===== config.mk =====
export PLATFORM = sky130hd
export DESIGN_NAME = uart_modes
export DESIGN_NICKNAME = d
export VERILOG_FILES = /design/src/shared/uart_pkg.sv /design/src/hw/uart_modes.sv
export SDC_FILE = /design/constraint.sdc
export NUM_CORES = 1
export LEC_CHECK = 0
export ABC_AREA = 1
export BUFFER_PORTS_ARGS = -buffer_cell sky130_fd_sc_hd__buf_2
export CORE_MARGIN = 3
export CORE_UTILIZATION = 55
export CTS_CLUSTER_SIZE = 28
export DETAILED_ROUTE_END_ITERATION = 6
export PLACE_DENSITY = 0.73
export SLEW_MARGIN = 20
export SYNTH_ARGS = -nofsm -noshare
export SYNTH_HDL_FRONTEND = slang
export SYNTH_SLANG_ARGS = --single-unit

===== constraint.sdc =====
create_clock -name clk_sys -period 2 [get_ports clk_sys]
set_clock_uncertainty 0.1 [all_clocks]
set_input_delay 0.4 -clock clk_sys [delete_from_list [all_inputs] [get_ports clk_sys]]
set_output_delay 0.4 -clock clk_sys [all_outputs]
set_load 0.02 [all_outputs]

===== src/shared/uart_pkg.sv =====
/*
 * constants, register map and state carrier for the serial port (modes 0, 1, 2).
 * assumes an 8-bit register port and a single system clock.
 */
package uart_pkg;
   // register offsets
   localparam logic [7:0] ADDR_PENDING = 8'hd0;
   localparam logic [7:0] ADDR_DATA = 8'hf9;
   localparam logic [7:0] ADDR_CONTROL = 8'hfa;
   localparam logic [7:0] ADDR_DIVISOR = 8'hfb;
   // control register fields
   localparam int CTL_MODE_HI = 7;
   localparam int CTL_MODE_LO = 6;
   localparam int CTL_RX_ENABLE = 4;
   localparam int CTL_TX_NINTH = 3;
   localparam int CTL_RX_NINTH = 2;
   localparam int CTL_RX_IRQ_EN = 1;
   localparam int CTL_TX_IRQ_EN = 0;
   // pending register fields
   localparam int PND_RX_DONE = 5;
   localparam int PND_TX_DONE = 4;
   // reset values
   localparam logic [7:0] CONTROL_RESET = 8'h00;
   localparam logic [7:0] DIVISOR_RESET = 8'h00;
   // mode encodings
   localparam logic [1:0] MODE_SYNC = 2'h0;
   localparam logic [1:0] MODE_ASYNC8 = 2'h1;
   localparam logic [1:0] MODE_ASYNC9 = 2'h2;
   // sixteen ticks per bit
   localparam logic [3:0] TICK_MID = 4'h7;
   localparam logic [3:0] TICK_LAST = 4'hf;
   // bit counters: last frame position after the start bit, or after bit 0 in mode 0
   localparam logic [3:0] M0_LAST_BIT = 4'h7;
   localparam logic [3:0] ASYNC8_LAST = 4'h9;
   localparam logic [3:0] ASYNC9_LAST = 4'ha;

   typedef struct packed {
      logic [7:0] addr;
      logic [7:0] wdata;
      logic wr;
      logic rd;
   } reg_bus_t;

   typedef struct packed {
      logic [7:0] control;
      logic [7:0] divisor;
      logic rx_done;
      logic tx_done;
      logic [7:0] rx_buf;
      logic [7:0] rdata;
      logic sync1;
      logic sync2;
      logic [7:0] pre;
      logic busy;
      logic m0_rx;
      logic [3:0] tph;
      logic [3:0] tcnt;
      logic [10:0] tsh;
      logic txd;
      logic rxd_out;
      logic rxd_oe;
      logic rx_act;
      logic [3:0] rph;
      logic [3:0] rcnt;
      logic [8:0] rsh;
   } uart_state_t;
endpackage


===== src/hw/uart_modes.sv =====
/*
 * serial port: synchronous shifter (mode 0), 10-bit and 11-bit async frames
 * (modes 1, 2; code 3 runs an 11-bit frame at the divisor rate).
 * assumes a single-cycle register port on clk_sys and a remote device on rxd/txd.
 */
// Our own choice: the strobed register port.
`timescale 1ns/100ps
module uart_modes (
   input wire logic clk_sys,
   input wire logic resetn,
   input wire uart_pkg::reg_bus_t bus,
   output logic [7:0] rdata,
   input wire logic rxd_in,
   output logic rxd_out,
   output logic rxd_oe,
   output logic txd,
   output logic serial_irq_line
);
   uart_pkg::uart_state_t s_r, s_nxt;
   logic [1:0] mode;
   logic tick;
   logic [3:0] rx_last;

   assign mode = s_r.control[uart_pkg::CTL_MODE_HI:uart_pkg::CTL_MODE_LO];
   assign rx_last = (mode == uart_pkg::MODE_ASYNC8) ? uart_pkg::ASYNC8_LAST
                                                    : uart_pkg::ASYNC9_LAST;

   always_comb begin
      s_nxt = s_r;
      // rxd is foreign: two flops before use
      s_nxt.sync1 = rxd_in;
      s_nxt.sync2 = s_r.sync1;
      // prescaler gives the x16 tick
      tick = 1'b0;
      if (mode == uart_pkg::MODE_ASYNC9) begin
         s_nxt.pre = '0;
         tick = 1'b1;
      end else if (s_r.pre >= s_r.divisor) begin
         s_nxt.pre = '0;
         tick = 1'b1;
      end else begin
         s_nxt.pre = s_r.pre + 8'h01;
      end
      // register reads, answer in the next cycle
      s_nxt.rdata = '0;
      if (bus.rd) begin
         unique case (bus.addr)
            uart_pkg::ADDR_DATA: s_nxt.rdata = s_r.rx_buf;
            uart_pkg::ADDR_CONTROL: s_nxt.rdata = s_r.control;
            uart_pkg::ADDR_DIVISOR: s_nxt.rdata = s_r.divisor;
            uart_pkg::ADDR_PENDING: begin
               s_nxt.rdata[uart_pkg::PND_RX_DONE] = s_r.rx_done;
               s_nxt.rdata[uart_pkg::PND_TX_DONE] = s_r.tx_done;
            end
            default: s_nxt.rdata = '0;
         endcase
      end
      // register writes; hardware sets below win over these
      if (bus.wr && bus.addr == uart_pkg::ADDR_CONTROL) begin
         s_nxt.control = bus.wdata;
      end
      if (bus.wr && bus.addr == uart_pkg::ADDR_DIVISOR) begin
         s_nxt.divisor = bus.wdata;
      end
      if (bus.wr && bus.addr == uart_pkg::ADDR_PENDING) begin
         s_nxt.rx_done = bus.wdata[uart_pkg::PND_RX_DONE];
         s_nxt.tx_done = bus.wdata[uart_pkg::PND_TX_DONE];
      end
      // mode 0 receive start
      if (mode == uart_pkg::MODE_SYNC && !s_r.busy && s_r.control[uart_pkg::CTL_RX_ENABLE]
          && !s_r.rx_done) begin
         s_nxt.busy = 1'b1;
         s_nxt.m0_rx = 1'b1;
         s_nxt.tph = '0;
         s_nxt.tcnt = '0;
      end
      // shifter: mode 0 both ways, async transmit
      if (s_r.busy && tick) begin
         s_nxt.tph = s_r.tph + 4'h1;
         if (mode == uart_pkg::MODE_SYNC) begin
            if (s_r.m0_rx && s_r.tph == uart_pkg::TICK_MID) begin
               // sampled on the rising shift clock edge
               s_nxt.tsh[7:0] = {s_r.sync2, s_r.tsh[7:1]};
            end
            if (s_r.tph == uart_pkg::TICK_LAST) begin
               s_nxt.tcnt = s_r.tcnt + 4'h1;
               if (!s_r.m0_rx) begin
                  s_nxt.tsh = {1'b1, s_r.tsh[10:1]};
               end
               if (s_r.tcnt == uart_pkg::M0_LAST_BIT) begin
                  s_nxt.busy = 1'b0;
                  s_nxt.m0_rx = 1'b0;
                  if (s_r.m0_rx) begin
                     s_nxt.rx_done = 1'b1;
                     s_nxt.rx_buf = s_r.tsh[7:0];
                  end else begin
                     s_nxt.tx_done = 1'b1;
                  end
               end
            end
         end else if (s_r.tph == uart_pkg::TICK_LAST) begin
            s_nxt.tsh = {1'b1, s_r.tsh[10:1]};
            s_nxt.tcnt = s_r.tcnt + 4'h1;
            if (s_r.tcnt == rx_last - 4'h1) begin
               s_nxt.tx_done = 1'b1;
            end
            if (s_r.tcnt == rx_last) begin
               s_nxt.busy = 1'b0;
            end
         end
      end
      // async receiver
      if (mode == uart_pkg::MODE_SYNC) begin
         s_nxt.rx_act = 1'b0;
      end else if (!s_r.rx_act) begin
         if (s_r.control[uart_pkg::CTL_RX_ENABLE] && !s_r.sync2) begin
            s_nxt.rx_act = 1'b1;
            s_nxt.rph = '0;
            s_nxt.rcnt = '0;
         end
      end else if (tick) begin
         s_nxt.rph = s_r.rph + 4'h1;
         if (s_r.rph == uart_pkg::TICK_MID) begin
            if (s_r.rcnt == 4'h0) begin
               // a start bit gone high by mid bit was a glitch
               if (s_r.sync2) begin
                  s_nxt.rx_act = 1'b0;
               end else begin
                  s_nxt.rcnt = 4'h1;
               end
            end else if (s_r.rcnt == rx_last) begin
               s_nxt.rx_act = 1'b0;
               s_nxt.rx_done = 1'b1;
               // an unread byte is overwritten here
               if (mode == uart_pkg::MODE_ASYNC8) begin
                  s_nxt.rx_buf = s_r.rsh[8:1];
                  s_nxt.control[uart_pkg::CTL_RX_NINTH] = s_r.sync2;
               end else begin
                  s_nxt.rx_buf = s_r.rsh[7:0];
                  s_nxt.control[uart_pkg::CTL_RX_NINTH] = s_r.rsh[8];
               end
            end else begin
               s_nxt.rsh = {s_r.sync2, s_r.rsh[8:1]};
               s_nxt.rcnt = s_r.rcnt + 4'h1;
            end
         end
      end
      // data write restarts the shifter at once
      if (bus.wr && bus.addr == uart_pkg::ADDR_DATA) begin
         s_nxt.busy = 1'b1;
         s_nxt.m0_rx = 1'b0;
         s_nxt.tph = '0;
         s_nxt.tcnt = '0;
         if (mode == uart_pkg::MODE_SYNC) begin
            s_nxt.tsh = {3'h7, bus.wdata};
         end else if (mode == uart_pkg::MODE_ASYNC8) begin
            s_nxt.tsh = {2'h3, bus.wdata, 1'b0};
         end else begin
            s_nxt.tsh = {1'b1, s_r.control[uart_pkg::CTL_TX_NINTH], bus.wdata, 1'b0};
         end
      end
      // pins from flops
      if (!s_nxt.busy) begin
         s_nxt.txd = 1'b1;
      end else if (mode == uart_pkg::MODE_SYNC) begin
         s_nxt.txd = s_nxt.tph[3]; // low first half, rises mid bit
      end else begin
         s_nxt.txd = s_nxt.tsh[0];
      end
      s_nxt.rxd_out = s_nxt.tsh[0];
      // next mode, so a control write never leaves rxd driven in an async mode
      s_nxt.rxd_oe = s_nxt.busy && !s_nxt.m0_rx
         && s_nxt.control[uart_pkg::CTL_MODE_HI:uart_pkg::CTL_MODE_LO] == uart_pkg::MODE_SYNC;
   end

   always_ff @(posedge clk_sys) begin
      if (!resetn) begin
         s_r <= '0;
         s_r.control <= uart_pkg::CONTROL_RESET;
         s_r.divisor <= uart_pkg::DIVISOR_RESET;
         s_r.sync1 <= 1'b1;
         s_r.sync2 <= 1'b1;
         s_r.txd <= 1'b1;
         s_r.rxd_out <= 1'b1;
      end else begin
         s_r <= s_nxt;
      end
   end

   assign rdata = s_r.rdata;
   assign txd = s_r.txd;
   assign rxd_out = s_r.rxd_out;
   assign rxd_oe = s_r.rxd_oe;
   // tx irq enable also feeds the shared line; only rx irq enable gates rx done
   assign serial_irq_line = (s_r.rx_done && s_r.control[uart_pkg::CTL_RX_IRQ_EN])
      || (s_r.tx_done && s_r.control[uart_pkg::CTL_TX_IRQ_EN]);

   logic data_wr;
   assign data_wr = bus.wr && bus.addr == uart_pkg::ADDR_DATA;

   // clocks since the last tick; a divisor or control write voids the gap in flight,
   // since the prescaler may then end one period early
   logic [8:0] gap_r;
   logic gap_ok_r;

   always_ff @(posedge clk_sys) begin
      if (!resetn) begin
         gap_r <= 9'h001;
         gap_ok_r <= 1'b0;
      end else begin
         if (tick) begin
            gap_r <= 9'h001;
         end else begin
            gap_r <= gap_r + 9'h001;
         end
         if (bus.wr && (bus.addr == uart_pkg::ADDR_DIVISOR
             || bus.addr == uart_pkg::ADDR_CONTROL)) begin
            gap_ok_r <= 1'b0;
         end else if (tick) begin
            gap_ok_r <= 1'b1;
         end
      end
   end
endmodule


==> impl_metrics.py, run 1 <==
metrics = {
    "status": {
        "run_status": "finished clean",
    },
    "routing": {
        "avgRoutedWirePerCell_um": 14.08,
        "vias": 5545,
        "drt-pass1-iter-count": 5,
        "routed_via_density": 5.458,
        "antenna_violating_nets_post_route": 0,
        "drc": 0,
        "drt_wl_total_um": 14310,
        "drt_iter0_drc": 442,
    },
    "place": {
        "dpl-instance-area_um2": 5709,
        "gp_congestion": 0.9868,
        "post-dp-hpwl_um": 10330,
        "number_of_i_o_port_buffers": 32,
    },
    "timing": {
        "maxSlewHeadroom": 0.7393,
        "fmax_mhz": 508.0,
        "final-setup-viol-count": 0,
        "final.period_utilization": 0.9842,
        "setup_repair_after_global_routing_missed_its_margin": "yes",
        "finalWorstPathRequiredPeriod_ps": 1968,
        "holdWs_ps": 111.1,
        "final-max-slew-violation-count": 0,
        "worst_slew_pin_slew_ps": 390.2,
        "hold_violations": 0,
    },
    "synthesis": {
        "yosysTopAreaCell": "dfxtp_1",
        "post-synth-top-area-fraction": 0.3278,
        "synth_top_flop_cell": "dfxtp_1",
        "ys_top_cells_by_area": "dfxtp_1, nand2_1, nand3_1",
        "syn_nets": 864,
        "syn-instance-count": 829,
        "seq_total_area_yosys": 0.3278,
        "syn_area_um2": 5253,
        "synth.ff_latch_count": 86,
        "number_of_enable_flip_flop_cells_after_synthesis": 0,
        "synth_area_per_cell_um2": 6.336,
        "yosys_warnings": 0,
        "synth_cell_types": 40,
        "async_reset_ff_frac": 0,
    },
    "global_route": {
        "number_of_global_route_vias_before_repair": 4962,
        "grt_antenna_before_repair": 0,
        "globalRouteTotalUtil": 0.2568,
        "grt_start_max_net_pins": 25,
        "global_route.overflow_total": 0,
        "grt_first_pass_wirelength_um": 23120,
    },
    "die": {
        "coreArea_um2": 9240,
        "die_x_um": 103.7,
        "io-pin-count": 33,
        "initial_utilization": 0.5684,
        "row_count": 35,
        "die_area_um2": 10760,
        "fp.dieH_um": 103.7,
    },
    "setup_path": {
        "timing.critical_path.slowest_cell_delay_ps": 310,
        "timing_worst_setup_path_type": "flop to flop",
        "path_max_fanout": 7,
        "cp_cell_sequence": "inv_1 > ha_4 > nand2_1 > nand2_1 > nand2_2 > nand2_2 > nor2_4 > buf_6 > a21oi_4 > buf_12 > nand2_8 > a21oi_2 > nor2_1",
        "worst_path_slowest_cell": "dfxtp_1",
        "startpoint_type": "flop",
        "cp_data_required_time_ps": 2160,
        "cpLargestDelayFamily": "compound AO/OA/AOI/OAI gates",
        "critPathArrivalTime_ps": 2130,
        "critPathBufInv": 3,
        "crit_path_end_kind": "flop",
    },
    "final_layout": {
        "fraction_of_layout_instances_using_a_drive_strength_above_1": 0.2221,
        "layout.cells.most_common_list": "nand2_1, inv_1, dfxtp_1",
        "nets": 918,
        "antennaDiodeCount": 0,
        "mostFrequentLayoutCell": "nand2_1",
        "area_delta_synth_final_pct": 19.80,
        "summed_area_of_non_filler_cells_in_the_final_layout_um2": 6292,
    },
    "clock_network": {
        "cts.sink_count": 86,
        "max_h_tree_level": 3,
        "tritoncts_clock_tree": "built",
        "clk_transition_reported_paths_ps": 90,
        "ctsRootBufferMaster": "clkbuf_8",
        "cts_buf_count": 9,
        "clkLatencyLatePin_ps": 370,
        "cts-root-to-sink-buffers": 2,
    },
    "pwr": {
        "power.combinational.fraction": 0.043,
        "worst_ir_drop_vdd_uv": 330.5,
        "power_switching_uw": 742.3,
        "power.sequential.fraction": 0.552,
        "power_frac_clock": 0.404,
        "power.internal_mw": 2.367,
        "power-per-cell-area_nw_per_um2": 494.2,
        "sw_frac_of_total": 0.2387,
        "p_leak_nw": 2.913,
    },
    "run": {
        "max-cap-violations": 0,
    },
    "worst_hold_path": {
        "type_of_the_worst_min_delay_path": "input pin to flop",
    },
}
[layout make-up]
| class | count | area (µm²) |
|---|---|---|
| Tap cell | 129 | 161.4 |
| Clock inverter | 5 | 60.06 |
| Multi-Input combinational cell | 593 | 3197 |
| Clock buffer | 10 | 137.6 |
| Fill cell | 813 | 2948 |
| Timing Repair Buffer | 76 | 560.5 |
| Sequential cell | 86 | 1729 |
| Inverter | 117 | 446.7 |
[metrics by stage]
step	power (mW)	TNS, ps	utilization	std cells	setup slack (ps)
2_1_floorplan	1.822	0	-	829	164.1
3_3_place_gp	1.882	0	0.6179	995	47.94
3_5_place_dp	1.884	-405.1	0.6179	995	-52.08
4_1_cts	3.115	-42.29	0.6439	1012	-23.94
5_1_grt	3.221	-1634	0.6810	1016	-106.1
6_report	3.109	0	0.6810	1016	31.60
[path summary, 6_finish.rpt]
check / slack (ps) / start / cells past startpoint / end
hold / removal: 110 / rxd_in / 2 / s_nxt[50]
setup / recovery: 30 / s_r[75] / 13 / s_r[32]
hold reg to reg: 320 / s_nxt[50] / 1 / s_r[50]
setup reg to reg: 30 / s_r[75] / 13 / s_r[32]
[state kept, by name, indices dropped and copies added, names as in the netlist]
signal   count
txd          1
mode         2
rxd_oe       1
rdata        8
s_r         72
rxd_out      1
s_nxt        1
[logic make-up (layout without fill, tap and decap cells)]
logic type / count (synthesis) / in the layout / share of synthesized area
adders and majority gates: 14 / 14 / 0.03335
AOI/OAI and AO/OA: 133 / 133 / 0.1374
buffers and inverters: 151 / 208 / 0.1208
xor gates and xnor gates: 9 / 9 / 0.01501
DFF: 86 / 86 / 0.3278
and+or+nand+nor: 436 / 437 / 0.3656
[power groups by stage]
stage | clock network, mW | logic, mW | registers (mW)
5_1_grt | 1.36 | 0.147 | 1.72
2_1_floorplan | 0 | 0.0630 | 1.76
3_3_place_gp | 0 | 0.124 | 1.76
6_report | 1.26 | 0.134 | 1.72
3_5_place_dp | 0 | 0.126 | 1.76
4_1_cts | 1.27 | 0.127 | 1.72
[synthesized netlist by cell type, types with 2 or more instances]
master,n
nand2_1,258
inv_1,101
dfxtp_1,86
nand3_1,80
a21oi_1,55
o21ai_0,52
nor2_1,50
ha_1,14
buf_4,11
inv_2,11
clkbuf_1,10
buf_2,9
nand4_1,8
o211ai_1,8
xor2_1,7
nand2_2,6
o21ai_1,6
o22ai_1,6
clkinv_1,5
nor2_4,5
nor3_1,5
nor2_2,4
or2_0,4
or2_2,4
nand3_2,3
buf_1,2
buf_6,2
nor3_2,2
nor3b_1,2
o221ai_1,2
xnor2_1,2
[layer usage]
| metal | track usage | wire, µm |
|---|---|---|
| met5 | 0 | 0 |
| met4 | 0.1073 | 403 |
| met3 | 0.03801 | 1024 |
| met2 | 0.4271 | 6837 |
| met1 | 0.3341 | 6043 |
[repair_timing]
item / in CTS / in global routing
cloned: 0 / 2
hold buffers: 0 / 0
gates resized for setup: 6 / 79
buffers inserted: 2 / 2
pin swaps: 3 / 16
endpoints found under the setup margin: 22 / 52
Power figures use the tool's default switching activity.
==> run 2, diff against run 1 <==
Settings changed: ABC_AREA 1 to default, CTS_CLUSTER_SIZE 28 to default, PLACE_DENSITY 0.73 to 0.74.
==> impl_metrics.py, run 2 <==
metrics = {
    "synthesis": {
        "synthTopCellsByCount": "dfxtp_1, a21oi_1, nand2_1, nor2_1, mux2i_1",
        "synth_area_per_cell_um2": 8.338,
        "synth_cell_types": 62,
        "syn_area_um2": 4469,
        "yosysTopAreaCell": "dfxtp_1",
        "syn-instance-count": 536,
        "synthMostInstantiatedCell": "dfxtp_1",
        "post-synth-top-area-fraction": 0.3852,
        "async_reset_ff_frac": 0,
        "synth_top_flop_cell": "dfxtp_1",
        "seq_total_area_yosys": 0.3852,
        "yosys_warnings": 0,
        "syn_nets": 571,
        "number_of_enable_flip_flop_cells_after_synthesis": 0,
        "synth.ff_latch_count": 86,
        "ys_top_cells_by_area": "dfxtp_1, a21oi_1, mux2i_1",
    },
    "pwr": {
        "power.combinational.fraction": 0.039,
        "power_switching_uw": 755.4,
        "power_frac_clock": 0.407,
        "p_leak_nw": 2.325,
        "worst_ir_drop_vdd_uv": 552.7,
        "power.sequential.fraction": 0.554,
        "power.internal_mw": 2.347,
        "sw_frac_of_total": 0.2435,
        "power-per-cell-area_nw_per_um2": 527.7,
    },
    "run": {
        "max-cap-violations": 0,
    },
    "final_layout": {
        "summed_area_of_non_filler_cells_in_the_final_layout_um2": 5879,
        "largest-register": "s_r",
        "fraction_of_layout_instances_using_a_drive_strength_above_1": 0.3465,
        "layout.cells.most_common_list": "dfxtp_1, nand2_1, buf_4",
        "fillerInstances": 555,
        "antennaDiodeCount": 0,
        "nets": 662,
        "area_delta_synth_final_pct": 31.55,
        "mostFrequentLayoutCell": "dfxtp_1",
        "largest_register_ffs": 72,
        "final_util": 0.7530,
    },
    "setup_path": {
        "critPathBufInv": 2,
        "worst_path_slowest_cell": "dfxtp_2",
        "timing_worst_setup_path_type": "flop to flop",
        "startpoint_type": "flop",
        "cp_cell_sequence": "inv_2 > ha_4 > a31oi_4 > nor2b_2 > o211ai_1 > a21oi_2 > and3_4 > buf_12 > mux2i_1 > a21oi_1",
        "path_max_fanout": 5,
        "critPathArrivalTime_ps": 2480,
        "cp_data_required_time_ps": 2150,
        "crit_path_end_kind": "flop",
        "cpLargestDelayFamily": "compound AO/OA/AOI/OAI gates",
        "timing.critical_path.slowest_cell_delay_ps": 350,
    },
    "timing": {
        "fmax_mhz": 428.2,
        "finalWorstPathRequiredPeriod_ps": 2335,
        "worst_slew_pin_slew_ps": 472.9,
        "setup_repair_after_global_routing_missed_its_margin": "yes",
        "final.setup.tns_ps": -11810,
        "holdWs_ps": 123.9,
        "timing.final.ws_setup_ps": -335.4,
        "final-setup-viol-count": 59,
        "maxSlewHeadroom": 0.6833,
        "hold_violations": 0,
        "final-max-slew-violation-count": 0,
        "final.period_utilization": 1.168,
    },
    "clock_network": {
        "max_h_tree_level": 3,
        "hold_buffers": 0,
        "ctsRootBufferMaster": "clkbuf_8",
        "cts.sink_count": 86,
        "cts_buf_count": 9,
        "tritoncts_clock_tree": "built",
        "cts-root-to-sink-buffers": 2,
        "clkLatencyLatePin_ps": 360,
        "clk_transition_reported_paths_ps": 90,
    },
    "die": {
        "die_x_um": 96.15,
        "fp.dieH_um": 96.15,
        "coreArea_um2": 7807,
        "io-pin-count": 33,
        "initial_utilization": 0.5724,
        "die_area_um2": 9244,
        "row_count": 32,
    },
    "routing": {
        "vias": 4299,
        "avgRoutedWirePerCell_um": 17.53,
        "drt-pass1-iter-count": 5,
        "routed_via_density": 5.857,
        "drc": 0,
        "drt_wl_total_um": 12870,
        "drt_iter0_drc": 301,
        "antenna_violating_nets_post_route": 0,
    },
    "place": {
        "post-dp-hpwl_um": 8588,
        "number_of_i_o_port_buffers": 32,
        "gp_congestion": 0.9132,
        "dpl-instance-area_um2": 5155,
    },
    "global_route": {
        "grt_start_max_net_pins": 36,
        "grt_first_pass_wirelength_um": 19830,
        "grt_antenna_before_repair": 0,
        "globalRouteTotalUtil": 0.2819,
        "number_of_global_route_vias_before_repair": 4114,
        "global_route.overflow_total": 0,
    },
    "status": {
        "failed_checks": "negative setup slack",
        "run_status": "finished with violations",
    },
    "worst_hold_path": {
        "type_of_the_worst_min_delay_path": "input pin to flop",
    },
}
run 2: changes by cell type in the layout (fill, tap and decap cells not counted), moves of 10 or more:
cell     change
nand3_1     -45
mux2_2      +10
buf_4       +24
o21ai_0     -34
inv_1       -78
buf_6       +11
nand3_2     -16
nand2_1    -178
nand2_2     -19
inv_2       -13
mux2i_1     +31
run 2: routing by layer:
metal  global-route usage  share of wire
met4               0.1114          0.031
met1               0.3367           0.40
met3              0.05708          0.051
met2               0.4917           0.52
met5                    0              0
run 2: logic make-up (layout without fill, tap and decap cells):
logic type / after synthesis / after routing / share of synthesized area
and+or+nand+nor: 203 / 203 / 0.2234
AOI/OAI and AO/OA: 129 / 129 / 0.1778
DFF: 86 / 86 / 0.3852
buffers and inverters: 50 / 146 / 0.05291
muxes: 44 / 44 / 0.1019
adders and majority gates: 14 / 14 / 0.03919
xor gates and xnor gates: 10 / 10 / 0.01960
run 2: worst reg2reg max path, cell delays in order, from the launching register on:
cell      delay, ps
dfxtp_2         350
inv_2            50
ha_4            270
a31oi_4          80
nor2b_2         160
o211ai_1        230
a21oi_2         290
and3_4          290
buf_12          140
mux2i_1         190
a21oi_1          80
run 2: stage by stage:
stage | worst slack (ps) | std cells | power [mW]
3_3_place_gp | -230.6 | 705 | 1.869
3_5_place_dp | -308.8 | 705 | 1.871
5_1_grt | -465.3 | 734 | 3.201
6_report | -335.4 | 734 | 3.103
4_1_cts | -302.8 | 730 | 3.113
2_1_floorplan | -193.0 | 536 | 1.814
run 2: layout make-up:
type,instances,area (µm²),area share
flip-flops and latches,86,1732,0.2945
clock buffers,9,123.9,0.02107
inverters,20,75.07,0.01277
multi-input cells,400,2894,0.4922
well taps,102,127.6,0.02171
clock inverters,7,80.08,0.01362
repair buffers,110,847.1,0.1441
run 2: worst paths after layout:
check / start / cells after the start / end / slack [ps]
hold reg to reg: s_nxt[50] / 1 / s_r[50] / 330
hold / removal: rxd_in / 2 / s_nxt[50] / 120
setup reg to reg: s_r[71] / 10 / s_r[63] / -340
setup / recovery: s_r[71] / 10 / s_r[63] / -340
run 2: timing repair:
action,4_1_cts,5_1_grt
gates cloned,2,0
gates resized for setup,51,39
pin swaps,22,26
endpoints found under the setup margin,51,60
setup buffers,7,8
run 2: power groups by stage:
| stage | Combinational (mW) | Clock [mW] | Sequential, mW |
|---|---|---|---|
| 5_1_grt | 0.128 | 1.35 | 1.72 |
| 2_1_floorplan | 0.0552 | 0 | 1.76 |
| 3_5_place_dp | 0.113 | 0 | 1.76 |
| 3_3_place_gp | 0.112 | 0 | 1.76 |
| 6_report | 0.120 | 1.26 | 1.72 |
| 4_1_cts | 0.116 | 1.28 | 1.72 |
